[src/shared/rss_defines.vh]
// Constants for the regulator start-up sequencer and reset flag supervisor
`ifndef RSS_DEFINES_VH
`define RSS_DEFINES_VH

// Clock rate and documented times
`define RSS_CLK_MHZ      200
`define RSS_T_EN_US      1000
`define RSS_T_SS_US      3000
`define RSS_T_REL_US     3000
`define RSS_T_FILT_US    25
`define RSS_CYC(us)      ((us) * `RSS_CLK_MHZ)

// Counter and reference widths
`define RSS_CNT_W        20
`define RSS_REF_W        10
`define RSS_REF_STEPS    1024
`define RSS_REF_MAX      10'h3FF
`define RSS_REF_ZERO     10'h000

// Sequencer states
`define RSS_ST_OFF       2'h0
`define RSS_ST_DELAY     2'h1
`define RSS_ST_SOFT      2'h2
`define RSS_ST_RUN       2'h3

// Switching frequency codes
`define RSS_FQ_NOM       2'h0
`define RSS_FQ_FOLD      2'h1
`define RSS_FQ_SPREAD    2'h2
`define RSS_FQ_LIGHT     2'h3

// Synchronised pin positions
`define RSS_S_EN         0
`define RSS_S_FFS        1
`define RSS_S_VOK        2
`define RSS_S_LL         3
`define RSS_S_DUTY       4
`define RSS_S_TOFF       5
`define RSS_S_W          6

// Register word indices (byte address = 4 * index)
`define RSS_IX_CTRL      6'h00
`define RSS_IX_STAT      6'h01
`define RSS_IX_ISTAT     6'h02
`define RSS_IX_IMASK     6'h03

// Control register
`define RSS_CTRL_EN      0
`define RSS_CTRL_AUTO    1
`define RSS_CTRL_W       2
`define RSS_CTRL_RST     2'h1

// Interrupt bits
`define RSS_IRQ_REL      0
`define RSS_IRQ_FAULT    1
`define RSS_IRQ_GLITCH   2
`define RSS_IRQ_SSDONE   3
`define RSS_IRQ_W        4
`define RSS_IRQ_NONE     4'h0

// Status register fields
`define RSS_STF_STATE    0
`define RSS_STF_FLAG     2
`define RSS_STF_VOK      3
`define RSS_STF_FIX      4
`define RSS_STF_DIODE    5
`define RSS_STF_FREQ     6
`define RSS_STF_REF      16

`define RSS_WORD_ZERO    32'h00000000

`endif

[src/verilog/rss_top.v]
// Regulator start-up sequencer, mode control and reset flag supervisor
`timescale 1ns/1ps
`include "rss_defines.vh"
module rss_top #(
    parameter EN_CYC   = `RSS_CYC(`RSS_T_EN_US),
    parameter SS_CYC   = `RSS_CYC(`RSS_T_SS_US),
    parameter REL_CYC  = `RSS_CYC(`RSS_T_REL_US),
    parameter FILT_CYC = `RSS_CYC(`RSS_T_FILT_US)
) (
    input  wire                  clk_i,
    input  wire                  rst_i,
    // Wishbone slave
    input  wire                  wb_cyc_i,
    input  wire                  wb_stb_i,
    input  wire                  wb_we_i,
    input  wire [7:0]            wb_adr_i,
    input  wire [3:0]            wb_sel_i,
    input  wire [31:0]           wb_dat_i,
    output wire [31:0]           wb_dat_o,
    output wire                  wb_ack_o,
    output wire                  irq_o,
    // Pins and analog comparator results
    input  wire                  enable_i,
    input  wire                  forced_fixed_freq_select_i,
    input  wire                  vout_in_limits_i,
    input  wire                  light_load_i,
    input  wire                  duty_below_min_i,
    input  wire                  off_time_min_i,
    // Power stage control
    output wire                  switching_en_o,
    output wire [`RSS_REF_W-1:0] ref_code_o,
    output wire                  fixed_freq_mode_o,
    output wire                  diode_emul_o,
    output wire                  light_load_mode_o,
    output wire [1:0]            freq_sel_o,
    // Open-drain reset flag
    output wire                  reset_flag_o,
    output wire                  reset_flag_oe_o
);

    localparam SS_DIV  = SS_CYC / `RSS_REF_STEPS;
    localparam STEP_M1 = ((SS_DIV < 1) ? 1 : SS_DIV) - 1;
    localparam [`RSS_CNT_W-1:0] STEP_LAST = STEP_M1[`RSS_CNT_W-1:0];

    ////////////////////////////////////////////////////////////////////////////
    // Declarations
    reg  [1:0]                state_r;
    reg  [1:0]                state_nxt;
    reg  [`RSS_CTRL_W-1:0]    ctrl_r;
    reg  [`RSS_IRQ_W-1:0]     istat_r;
    reg  [`RSS_IRQ_W-1:0]     istat_nxt;
    reg  [`RSS_IRQ_W-1:0]     imask_r;
    reg  [`RSS_IRQ_W-1:0]     ev_w;
    reg  [`RSS_IRQ_W-1:0]     w1c_w;
    reg                       irq_r;
    reg                       ack_r;
    reg  [31:0]               dat_r;
    reg  [31:0]               rd_w;
    reg  [`RSS_CNT_W-1:0]     pre_r;
    reg  [`RSS_REF_W-1:0]     ref_r;
    reg                       vout_bad_r;
    reg                       vout_bad_nxt;
    reg                       vok_d_r;
    reg                       flag_r;
    reg                       flag_nxt;
    reg                       oe_r;
    reg                       lvl_r;
    reg                       sw_r;
    reg                       fix_r;
    reg                       fix_nxt;
    reg                       diode_r;
    reg                       ll_r;
    reg                       ll_nxt;
    reg  [1:0]                freq_r;
    reg  [1:0]                freq_nxt;
    wire [`RSS_S_W-1:0]       pins_s;
    wire                      en_s;
    wire                      ffs_s;
    wire                      vok_s;
    wire                      ll_s;
    wire                      duty_s;
    wire                      toff_s;
    wire                      dly_done;
    wire                      ss_done;
    wire                      filt_done;
    wire                      rel_done;
    wire                      active;
    wire                      req;
    wire                      wr;
    wire [5:0]                idx;

    ////////////////////////////////////////////////////////////////////////////
    // Pin synchronisers
    rss_sync2 #(
        .W (`RSS_S_W)
    ) u_sync (
        .clk_i (clk_i),
        .rst_i (rst_i),
        .d_i   ({off_time_min_i, duty_below_min_i, light_load_i,
                 vout_in_limits_i, forced_fixed_freq_select_i, enable_i}),
        .q_o   (pins_s)
    );

    assign en_s   = pins_s[`RSS_S_EN] & ctrl_r[`RSS_CTRL_EN];
    assign ffs_s  = pins_s[`RSS_S_FFS];
    assign vok_s  = pins_s[`RSS_S_VOK];
    assign ll_s   = pins_s[`RSS_S_LL];
    assign duty_s = pins_s[`RSS_S_DUTY];
    assign toff_s = pins_s[`RSS_S_TOFF];
    assign active = (state_nxt == `RSS_ST_SOFT) || (state_nxt == `RSS_ST_RUN);

    ////////////////////////////////////////////////////////////////////////////
    // Interval timers
    // Turn-on delay
    rss_timer #(
        .LIMIT (EN_CYC)
    ) u_dly (
        .clk_i  (clk_i),
        .rst_i  (rst_i),
        .clr_i  (state_r != `RSS_ST_DELAY),
        .run_i  (1'b1),
        .done_o (dly_done)
    );

    rss_timer #(
        .LIMIT (SS_CYC)
    ) u_ss (
        .clk_i  (clk_i),
        .rst_i  (rst_i),
        .clr_i  (state_r != `RSS_ST_SOFT),
        .run_i  (1'b1),
        .done_o (ss_done)
    );

    rss_timer #(
        .LIMIT (FILT_CYC)
    ) u_filt (
        .clk_i  (clk_i),
        .rst_i  (rst_i),
        .clr_i  (vok_s || !en_s),
        .run_i  (1'b1),
        .done_o (filt_done)
    );

    rss_timer #(
        .LIMIT (REL_CYC)
    ) u_rel (
        .clk_i  (clk_i),
        .rst_i  (rst_i),
        .clr_i  (vout_bad_r || state_r == `RSS_ST_OFF),
        .run_i  (1'b1),
        .done_o (rel_done)
    );

    ////////////////////////////////////////////////////////////////////////////
    // Sequencer
    always @*
    begin
        state_nxt = state_r;
        case (state_r)
            `RSS_ST_OFF:
                if (en_s)
                    state_nxt = `RSS_ST_DELAY;
            `RSS_ST_DELAY:
                if (!en_s)
                    state_nxt = `RSS_ST_OFF;
                else if (dly_done)
                    state_nxt = `RSS_ST_SOFT;
            `RSS_ST_SOFT:
                if (!en_s)
                    state_nxt = `RSS_ST_OFF;
                else if (ss_done)
                    state_nxt = `RSS_ST_RUN;
            `RSS_ST_RUN:
                if (!en_s)
                    state_nxt = `RSS_ST_OFF;
            default:
                state_nxt = `RSS_ST_OFF;
        endcase
    end

    ////////////////////////////////////////////////////////////////////////////
    // Output supervisor
    always @*
    begin
        vout_bad_nxt = vout_bad_r;
        if (!en_s || state_r == `RSS_ST_OFF)
            vout_bad_nxt = 1'b1;
        else if (filt_done)
            vout_bad_nxt = 1'b1;
        else if (vok_s)
            vout_bad_nxt = 1'b0;
        flag_nxt = rel_done;
        if (vout_bad_r)
            flag_nxt = 1'b0;
        if (!en_s || state_r == `RSS_ST_OFF)
            flag_nxt = 1'b0;
    end

    ////////////////////////////////////////////////////////////////////////////
    // Mode selection
    always @*
    begin
        fix_nxt = (state_nxt == `RSS_ST_RUN) && ffs_s && !ctrl_r[`RSS_CTRL_AUTO];
        ll_nxt = active && !fix_nxt && ll_s;
        if (!active)
            freq_nxt = `RSS_FQ_NOM;
        else if (toff_s)
            freq_nxt = `RSS_FQ_SPREAD;
        else if (duty_s)
            freq_nxt = `RSS_FQ_FOLD;
        else if (ll_nxt)
            freq_nxt = `RSS_FQ_LIGHT;
        else
            freq_nxt = `RSS_FQ_NOM;
    end

    ////////////////////////////////////////////////////////////////////////////
    // Events and bus decode
    assign req = wb_cyc_i && wb_stb_i && !ack_r;
    assign wr  = req && wb_we_i;
    assign idx = wb_adr_i[7:2];

    always @*
    begin
        ev_w = `RSS_IRQ_NONE;
        ev_w[`RSS_IRQ_REL]    = flag_nxt && !flag_r;
        ev_w[`RSS_IRQ_FAULT]  = flag_r && !flag_nxt;
        ev_w[`RSS_IRQ_GLITCH] = en_s && vok_s && !vok_d_r && !vout_bad_r;
        ev_w[`RSS_IRQ_SSDONE] = (state_r == `RSS_ST_SOFT) && (state_nxt == `RSS_ST_RUN);
        w1c_w = `RSS_IRQ_NONE;
        if (wr && wb_sel_i[0] && idx == `RSS_IX_ISTAT)
            w1c_w = wb_dat_i[`RSS_IRQ_W-1:0];
        // Set wins over clear
        istat_nxt = (istat_r & ~w1c_w) | ev_w;
    end

    always @*
    begin
        rd_w = `RSS_WORD_ZERO;
        case (idx)
            `RSS_IX_CTRL:
                rd_w[`RSS_CTRL_W-1:0] = ctrl_r;
            `RSS_IX_STAT:
            begin
                rd_w[`RSS_STF_STATE+1:`RSS_STF_STATE] = state_r;
                rd_w[`RSS_STF_FLAG]  = flag_r;
                rd_w[`RSS_STF_VOK]   = !vout_bad_r;
                rd_w[`RSS_STF_FIX]   = fix_r;
                rd_w[`RSS_STF_DIODE] = diode_r;
                rd_w[`RSS_STF_FREQ+1:`RSS_STF_FREQ] = freq_r;
                rd_w[`RSS_STF_REF+`RSS_REF_W-1:`RSS_STF_REF] = ref_r;
            end
            `RSS_IX_ISTAT:
                rd_w[`RSS_IRQ_W-1:0] = istat_r;
            `RSS_IX_IMASK:
                rd_w[`RSS_IRQ_W-1:0] = imask_r;
            default:
                rd_w = `RSS_WORD_ZERO;
        endcase
    end

    ////////////////////////////////////////////////////////////////////////////
    // Registers
    always @(posedge clk_i)
    begin
        if (rst_i)
        begin
            state_r    <= `RSS_ST_OFF;
            ctrl_r     <= `RSS_CTRL_RST;
            istat_r    <= `RSS_IRQ_NONE;
            imask_r    <= `RSS_IRQ_NONE;
            irq_r      <= 1'b0;
            ack_r      <= 1'b0;
            dat_r      <= `RSS_WORD_ZERO;
            pre_r      <= {`RSS_CNT_W{1'b0}};
            ref_r      <= `RSS_REF_ZERO;
            vout_bad_r <= 1'b1;
            vok_d_r    <= 1'b0;
            flag_r     <= 1'b0;
            oe_r       <= 1'b1;
            lvl_r      <= 1'b0;
            sw_r       <= 1'b0;
            fix_r      <= 1'b0;
            diode_r    <= 1'b0;
            ll_r       <= 1'b0;
            freq_r     <= `RSS_FQ_NOM;
        end
        else
        begin
            state_r    <= state_nxt;
            vout_bad_r <= vout_bad_nxt;
            vok_d_r    <= vok_s;
            flag_r     <= flag_nxt;
            oe_r       <= !flag_nxt;
            lvl_r      <= 1'b0;
            sw_r       <= active;
            fix_r      <= fix_nxt;
            diode_r    <= active && ((state_nxt == `RSS_ST_SOFT) || !fix_nxt);
            ll_r       <= ll_nxt;
            freq_r     <= freq_nxt;
            if (state_nxt == `RSS_ST_RUN)
                ref_r <= `RSS_REF_MAX;
            else if (state_nxt != `RSS_ST_SOFT)
                ref_r <= `RSS_REF_ZERO;
            else if (pre_r == STEP_LAST && ref_r != `RSS_REF_MAX)
                ref_r <= ref_r + 1'b1;
            if (state_nxt != `RSS_ST_SOFT || pre_r == STEP_LAST)
                pre_r <= {`RSS_CNT_W{1'b0}};
            else
                pre_r <= pre_r + 1'b1;
            // Bus slave
            ack_r <= req;
            if (req)
                dat_r <= wb_we_i ? `RSS_WORD_ZERO : rd_w;
            if (wr && wb_sel_i[0] && idx == `RSS_IX_CTRL)
                ctrl_r <= wb_dat_i[`RSS_CTRL_W-1:0];
            if (wr && wb_sel_i[0] && idx == `RSS_IX_IMASK)
                imask_r <= wb_dat_i[`RSS_IRQ_W-1:0];
            istat_r <= istat_nxt;
            irq_r   <= |(istat_nxt & imask_r);
        end
    end

    ////////////////////////////////////////////////////////////////////////////
    // Outputs
    assign wb_dat_o          = dat_r;
    assign wb_ack_o          = ack_r;
    assign irq_o             = irq_r;
    assign switching_en_o    = sw_r;
    assign ref_code_o        = ref_r;
    assign fixed_freq_mode_o = fix_r;
    assign diode_emul_o      = diode_r;
    assign light_load_mode_o = ll_r;
    assign freq_sel_o        = freq_r;
    assign reset_flag_o      = lvl_r;
    assign reset_flag_oe_o   = oe_r;
endmodule

[src/verilog/rss_sync2.v]
// Two-flop synchroniser for asynchronous pins
`timescale 1ns/1ps
module rss_sync2 #(
    parameter W = 1
) (
    input  wire         clk_i,
    input  wire         rst_i,
    input  wire [W-1:0] d_i,
    output wire [W-1:0] q_o
);
    reg [W-1:0] meta_r;
    reg [W-1:0] sync_r;

    always @(posedge clk_i)
    begin
        if (rst_i)
        begin
            meta_r <= {W{1'b0}};
            sync_r <= {W{1'b0}};
        end
        else
        begin
            meta_r <= d_i;
            sync_r <= meta_r;
        end
    end

    assign q_o = sync_r;
endmodule

[src/verilog/rss_timer.v]
// Saturating interval timer with clear
`timescale 1ns/1ps
`include "rss_defines.vh"
module rss_timer #(
    parameter LIMIT = 1
) (
    input  wire clk_i,
    input  wire rst_i,
    input  wire clr_i,
    input  wire run_i,
    output wire done_o
);
    localparam integer          LIM_I = LIMIT;
    localparam [`RSS_CNT_W-1:0] LIM   = LIM_I[`RSS_CNT_W-1:0];

    reg [`RSS_CNT_W-1:0] cnt_r;

    assign done_o = (cnt_r == LIM);

    always @(posedge clk_i)
    begin
        if (rst_i || clr_i)
            cnt_r <= {`RSS_CNT_W{1'b0}};
        else if (run_i && !done_o)
            cnt_r <= cnt_r + 1'b1;
    end
endmodule

[config.mk]
export PLATFORM = sky130hd
export DESIGN_NAME = rss_top
export DESIGN_NICKNAME = d
export VERILOG_FILES = /design/src/verilog/rss_top.v /design/src/verilog/rss_sync2.v /design/src/verilog/rss_timer.v
export VERILOG_INCLUDE_DIRS = /design/src /design/src/shared
export SDC_FILE = /design/constraint.sdc
export NUM_CORES = 1
export LEC_CHECK = 0
export ABC_CLOCK_PERIOD_IN_PS = 2850
export BUFFER_PORTS_ARGS = -buffer_cell sky130_fd_sc_hd__clkbuf_2
export CORE_MARGIN = 3
export CORE_UTILIZATION = 55
export DETAILED_ROUTE_END_ITERATION = 8
export PLACE_DENSITY = 0.74
export SYNTH_ARGS = -nofsm -noshare
export SYNTH_HDL_FRONTEND = slang
export SYNTH_HIERARCHICAL = 1
export SYNTH_SLANG_ARGS = --single-unit
[constraint.sdc]
create_clock -name clk_i -period 2.85 [get_ports clk_i]
set_input_delay 0.1425 -clock clk_i [delete_from_list [all_inputs] [get_ports clk_i]]
set_output_delay 0.1425 -clock clk_i [all_outputs]
set_load 0.01 [all_outputs]
==> results of run 1 <==
==> cell families after synthesis <==
kind of cell               Yosys count  share of synthesized area, %
xor gates and xnor gates            49                          5.28
adders and majority gates           11                          1.69
other                                2                        0.0923
muxes                               28                          3.77
and+or+nand+nor                    455                          32.1
buffers and inverters               90                          5.58
AOI/OAI and AO/OA                  127                          11.2
DFF                                164                          40.4
==> worst min-delay path, delay by kind of cell <==
family                 cells  cell delay, ps
buffers and inverters      1             130
AOI/OAI and AO/OA          1             130
and+or+nand+nor            2             120
==> power by group through the flow <==
stage	combinational [uW]	sequential [uW]	clock [uW]
3_3_place_gp	104	2360	0
3_5_place_dp	104	2360	0
6_report	118	2310	2460
4_1_cts	116	2310	2510
2_1_floorplan	86.1	2360	0
5_1_grt	131	2310	2600
==> layout by cell type, fill, tap and decap left out, types with 5 or more instances in the layout <==
master / Yosys / final
a211oi_1: 7 / 7
a21oi_1: 30 / 30
a22oi_1: 19 / 19
and2_1: 5 / 5
and3_1: 19 / 19
and4_1: 11 / 11
buf_4: 16 / 15
clkbuf_16: 0 / 17
clkbuf_2: 3 / 58
conb_1: 2 / 27
dfxtp_1: 164 / 164
dlygate4sd3_1: 0 / 10
ha_1: 11 / 11
inv_1: 35 / 35
mux2i_1: 25 / 25
nand2_1: 87 / 87
nand3_1: 39 / 39
nand3b_1: 5 / 5
nand4_1: 36 / 36
nor2_1: 111 / 111
nor2b_2: 8 / 8
nor3_1: 14 / 14
nor3b_1: 6 / 6
nor4_1: 13 / 13
nor4b_1: 8 / 8
o21ai_0: 18 / 18
o31ai_1: 7 / 7
o41ai_1: 6 / 6
or3_1: 30 / 30
or4_1: 9 / 9
xnor2_1: 22 / 22
xor2_1: 27 / 27
==> stage by stage <==
step	util, %	std cells
after floorplan	-	951
after detailed placement	60.3	1149
after global routing	65.5	1191
final	65.5	1191
after CTS	65.5	1191
after global placement	60.3	1149
==> routing by layer <==
metal  global-route usage [%]  up-vias  wire length, microns
li1                         -     3452                     -
met1                     29.8     3120                  8420
met2                     32.6      154                  7520
met3                     4.93       14                   852
met4                     5.99        0                   157
met5                        0        -                     0
==> layout make-up <==
cell class	count	area (sq um)
Clock buffer	18	439
Clock inverter	14	199
Fill cell	1172	4880
Inverter	35	131
Multi-Input combinational cell	697	4490
Sequential cell	164	3280
Tap cell	180	225
Timing Repair Buffer	83	503
==> flip-flops by register name, summed over array words and instances (netlist names), 2 cells and up <==
name	flops
u_ss/cnt_r	20
istat_r	4
u_sync/meta_r	6
wb_dat_o	18
u_rel/cnt_r	20
freq_sel_o	2
state_r	2
imask_r	4
u_dly/cnt_r	20
ref_code_o	10
pre_r	20
u_sync/q_o	6
u_filt/cnt_r	20
ctrl_r	2
==> cell usage after synthesis (all sizes together), types with 7 or more instances <==
cell | instances | area share [%]
nor2b | 13 | 1.4
nand4 | 39 | 3.4
o31ai | 7 | 0.65
a21oi | 32 | 2.1
nand3 | 39 | 2.4
clkbuf | 27 | 1.3
dfxtp | 164 | 40
ha | 11 | 1.7
nor2 | 111 | 5.1
nor4 | 13 | 1.0
and3 | 19 | 1.5
nor4b | 11 | 1.5
or4 | 13 | 1.4
xor2 | 27 | 2.9
and4 | 15 | 1.7
buf | 28 | 2.7
inv | 35 | 1.6
a211oi | 7 | 0.65
or3 | 35 | 2.9
a22oi | 19 | 1.8
mux2i | 25 | 3.1
nand2 | 87 | 4.0
nor3 | 20 | 1.8
xnor2 | 22 | 2.4
o41ai | 7 | 0.85
o21ai | 19 | 1.2
==> how the worst max path moves through the flow <==
| stage | start | endpoint | slack, ps | depth (start not counted) |
|---|---|---|---|---|
| 2_1_floorplan | u_ss/cnt_r[2] | ref_code_o[7] | 520 | 9 |
| 3_3_place_gp | u_ss/cnt_r[11] | pre_r[18] | 310 | 7 |
| 3_5_place_dp | u_ss/cnt_r[11] | pre_r[6] | 300 | 7 |
| 4_1_cts | u_ss/cnt_r[11] | pre_r[6] | 260 | 7 |
| 5_1_grt | u_ss/cnt_r[0] | pre_r[18] | 90 | 9 |
| 6_report | u_ss/cnt_r[11] | pre_r[12] | 290 | 7 |
==> timing repair <==
item	CTS	global route
gates resized for setup	0	0
endpoints found under the setup margin	0	0
hold buffers	10	0
endpoints found under the hold margin	11	0
==> reports/metrics.yaml, run 1 <==
fin_total_pwr_uw: 4880
ys_seq_area_share_pct: 40.4
vias: 6740
placed_area_sq_um: 8530
setup_viol: 0
grt_pass1_vias: 6038
critPathBufInv: 0
gr-total-overflow: 0
worstPathCellList: "or4b_1 -> nor3_4 -> and2_1 -> nor3b_1 -> or2_2 -> or3b_2 -> nor2_1"
viasPerCell: 5.66
cts_tree: "yes"
rr_startpoint: "u_ss/cnt_r[11]"
slew_violations: 0
first_pass_iters: 5
preCtsSetupSlack_ps: 300
worstHoldStart: "wb_we_i"
routedWlPerCell_microns: 14.2
fin_area_sq_um: 9270
fin_nets: 1064
hold_viol: 0
core_sq_um: 14100
boundaryPins: 107
ys_ff_latch: 164
yosys_warnings: 6
maxCapViolCount: 0
startpoint_type: "flop"
cp_top_family: "simple AND/OR/NAND/NOR gates"
wl_mm: 16.9
gp_congestion: 0.852
post_cts_buffers: 0
fin_setup_tns_ps: 0
syn_avg_cell_area_sq_um: 8.78
cts_buffers: 17
worstSkewPairLatency_ps: 420
leakage_uw: 0.00328
endpoint_kind: "flop"
netlist_instances: 926
core.rowCount: 43
sw_frac_of_total_pct: 21.1
die_height_microns: 128
async_flop_share_pct: 0
h-tree-depth: 4
start_util_pct: 57.5
port_buffers: 58
outcome: "finished clean"
hp-class: "primary input to flop"
reg2regPathDepth: 7
cts-root-buf: "clkbuf_16"
slew_headroom_pct: 47.2
path_max_fanout: 20
die_x_microns: 128
finalCritPeriodShare_pct: 89.9
die-area_sq_um: 16300
num_antenna_cells: 0
p_seq_share_pct: 47.3
hpwl_mm: 12.0
antenna_found_initial: 0
powerDensity_nw_per_um2: 526
fin_crit_ps: 2560
r2r_end: "pre_r[12]"
p_comb_share_pct: 2.4
synth_edf_count: 0
grt_usage_pct: 21.1
syn2layout_area_growth_pct: 14.0
cpPeakStageDelay_ps: 620
drt_iter0_drc: 426
crit_type: "flop to flop"
grt_max_degree: 32
grt_pass1_wl_mm: 28.8
cts_max_path_buffers: 2
ir_drop_mv: 0.433
path_clk_slew_ps: 70
internal_power_uw: 3850
drive_above_1_share_pct: 16.1
rrSetupSlack_ps: 290
drc: 0
timing.final.ws_setup_ps: 287
slowest_stage: "or4b_1"
holdPathStages: 4
hold_ws_ps: 150
p_clk_share_pct: 50.3
power.switching_uw: 1030
rsz0062_at_grt: "false"
synth_flop_cell: "dfxtp_1"
cts_sinks: 164
synth_cell_types: 81
cp.arrival_ps: 2860
max_freq_ghz: 0.390
ant_nets: 0
syn_area_sq_um: 8130
whs_endpoint: "wb_dat_o[1]"
fin_skew_ps: 11.9
tightest_slew_ps: 792
required_ps: 3150
No activity file was read; power rests on OpenSTA's default activity.
==> run 2, diff against run 1 <==
CTS_BUF_LIST = sky130_fd_sc_hd__clkbuf_2   (was not set)
==> run 2 against run 1 <==
Effect of this change:
- count of clock-buffer cells in the layout down 1
- total power is 20% lower
- final cell count increased by 2.4%
- clock power shrank 42%
- worst hold slack got worse by 71 ps
- design area shrank 0.84%
- critical path type unchanged
- highest routed layer unchanged
==> reports/metrics.yaml, run 2 (synthesized netlist as in run 1, its figures left out) <==
start_util_pct: 57.5
grt_max_degree: 32
crit_type: "flop to flop"
gr-total-overflow: 0
slew_headroom_pct: 46.7
startpoint_type: "flop"
maxCapViolCount: 0
drt_iter0_drc: 461
fin_nets: 1091
fin_skew_ps: 27.7
cp.arrival_ps: 3230
powerDensity_nw_per_um2: 422
max_freq_ghz: 0.382
fin_setup_tns_ps: 0
worstSkewPairLatency_ps: 730
path_clk_slew_ps: 240
fin_crit_ps: 2620
holdPathStages: 6
tightest_slew_ps: 799
antenna_found_initial: 1
worstHoldStart: "wb_adr_i[4]"
wl_mm: 17.5
drive_above_1_share_pct: 15.6
gp_congestion: 0.852
hold_viol: 0
die-area_sq_um: 16300
h-tree-depth: 4
first_pass_iters: 5
cts_max_path_buffers: 2
ir_drop_mv: 0.409
die_height_microns: 128
rsz0062_at_grt: "false"
post_cts_buffers: 0
core_sq_um: 14100
dp.cells: 1149
endpoint_kind: "flop"
viasPerCell: 5.65
core.rowCount: 43
path_max_fanout: 20
cts_tree: "yes"
final_common_cell: "dfxtp_1"
grt_pass1_wl_mm: 29.6
die_x_microns: 128
syn2layout_area_growth_pct: 13.0
port_buffers: 58
outcome: "finished clean"
required_ps: 3470
slew_violations: 0
rrSetupSlack_ps: 230
boundaryPins: 107
post_cts_resized: 0
final_cell_mix: "dfxtp_1, nor2_1, nand2_1, clkbuf_2, nand3_1"
cts-root-buf: "clkbuf_2"
stdcell_count: 1219
grt_usage_pct: 21.7
setup_viol: 0
whs_endpoint: "irq_o"
leakage_uw: 0.00324
reg2regPathDepth: 7
drc: 0
cts_buffers: 17
hpwl_mm: 12.0
vias: 6886
r2r_end: "pre_r[12]"
grt_pass1_vias: 6223
routedWlPerCell_microns: 14.4
hp-class: "primary input to flop"
cts_sinks: 164
rr_startpoint: "u_ss/cnt_r[11]"
finalCritPeriodShare_pct: 91.9
ant_nets: 0
[run 2: power breakdown]
group	internal, uW	leakage [uW]	switching [uW]
sequential	2310	0.00132	4.55
combinational	60.3	0.00176	78.9
clock	586	0.000161	843
[run 2: worst max path at each step]
stage	end	depth (start not counted)	from	slack [ps]
3_5_place_dp	pre_r[6]	7	u_ss/cnt_r[11]	300
2_1_floorplan	ref_code_o[7]	9	u_ss/cnt_r[2]	520
6_report	pre_r[12]	7	u_ss/cnt_r[11]	230
3_3_place_gp	pre_r[18]	7	u_ss/cnt_r[11]	310
5_1_grt	pre_r[8]	9	u_ss/cnt_r[0]	20
4_1_cts	ctrl_r[1]	10	wb_adr_i[6]	30
[run 2: metal layers]
metal  GRT usage, %  part of all wire (%)  vias up
met5              0                     0        -
met4           4.74                  0.72        0
met3           5.02                   5.3       10
met2           34.4                    45      179
met1           30.4                    49     3191
li1               -                     -     3506
[run 2: timing repair]
item | CTS | global route
setup endpoints to repair | 0 | 1
hold buffers | 36 | 2
hold endpoints to repair | 53 | 4
[run 2: final cells by class]
| class | count | area (sq um) |
|---|---|---|
| clock buffer | 17 | 85.1 |
| fill | 1190 | 4960 |
| timing repair buffer | 110 | 773 |
| antenna | 1 | 2.50 |
| clock inverter | 15 | 203 |
| sequential | 164 | 3280 |
| multi-input combinational | 697 | 4490 |
| inverter | 35 | 131 |
| tap | 180 | 225 |
[run 2: worst max-delay path: stages (launching register included)]
cell and delay [ps]:
dfxtp_1 420, or4b_1 620, nor3_4 210, and2_1 280, nor3b_1 90, or2_2 310
or3b_2 480, nor2_1 100
[run 2: metrics by stage]
step / power (uW) / instance area (sq um) / util [%] / setup slack (ps) / hold slack [ps]
floorplan: 2440 / 8230 / - / 519 / 272
global placement: 2460 / 8530 / 60.3 / 315 / 357
detailed placement: 2460 / 8530 / 60.3 / 300 / 356
CTS: 3920 / 9180 / 64.9 / 25.1 / 170
global route: 4040 / 9190 / 65.0 / 24.9 / 62.3
finish: 3880 / 9190 / 65.0 / 232 / 79.0
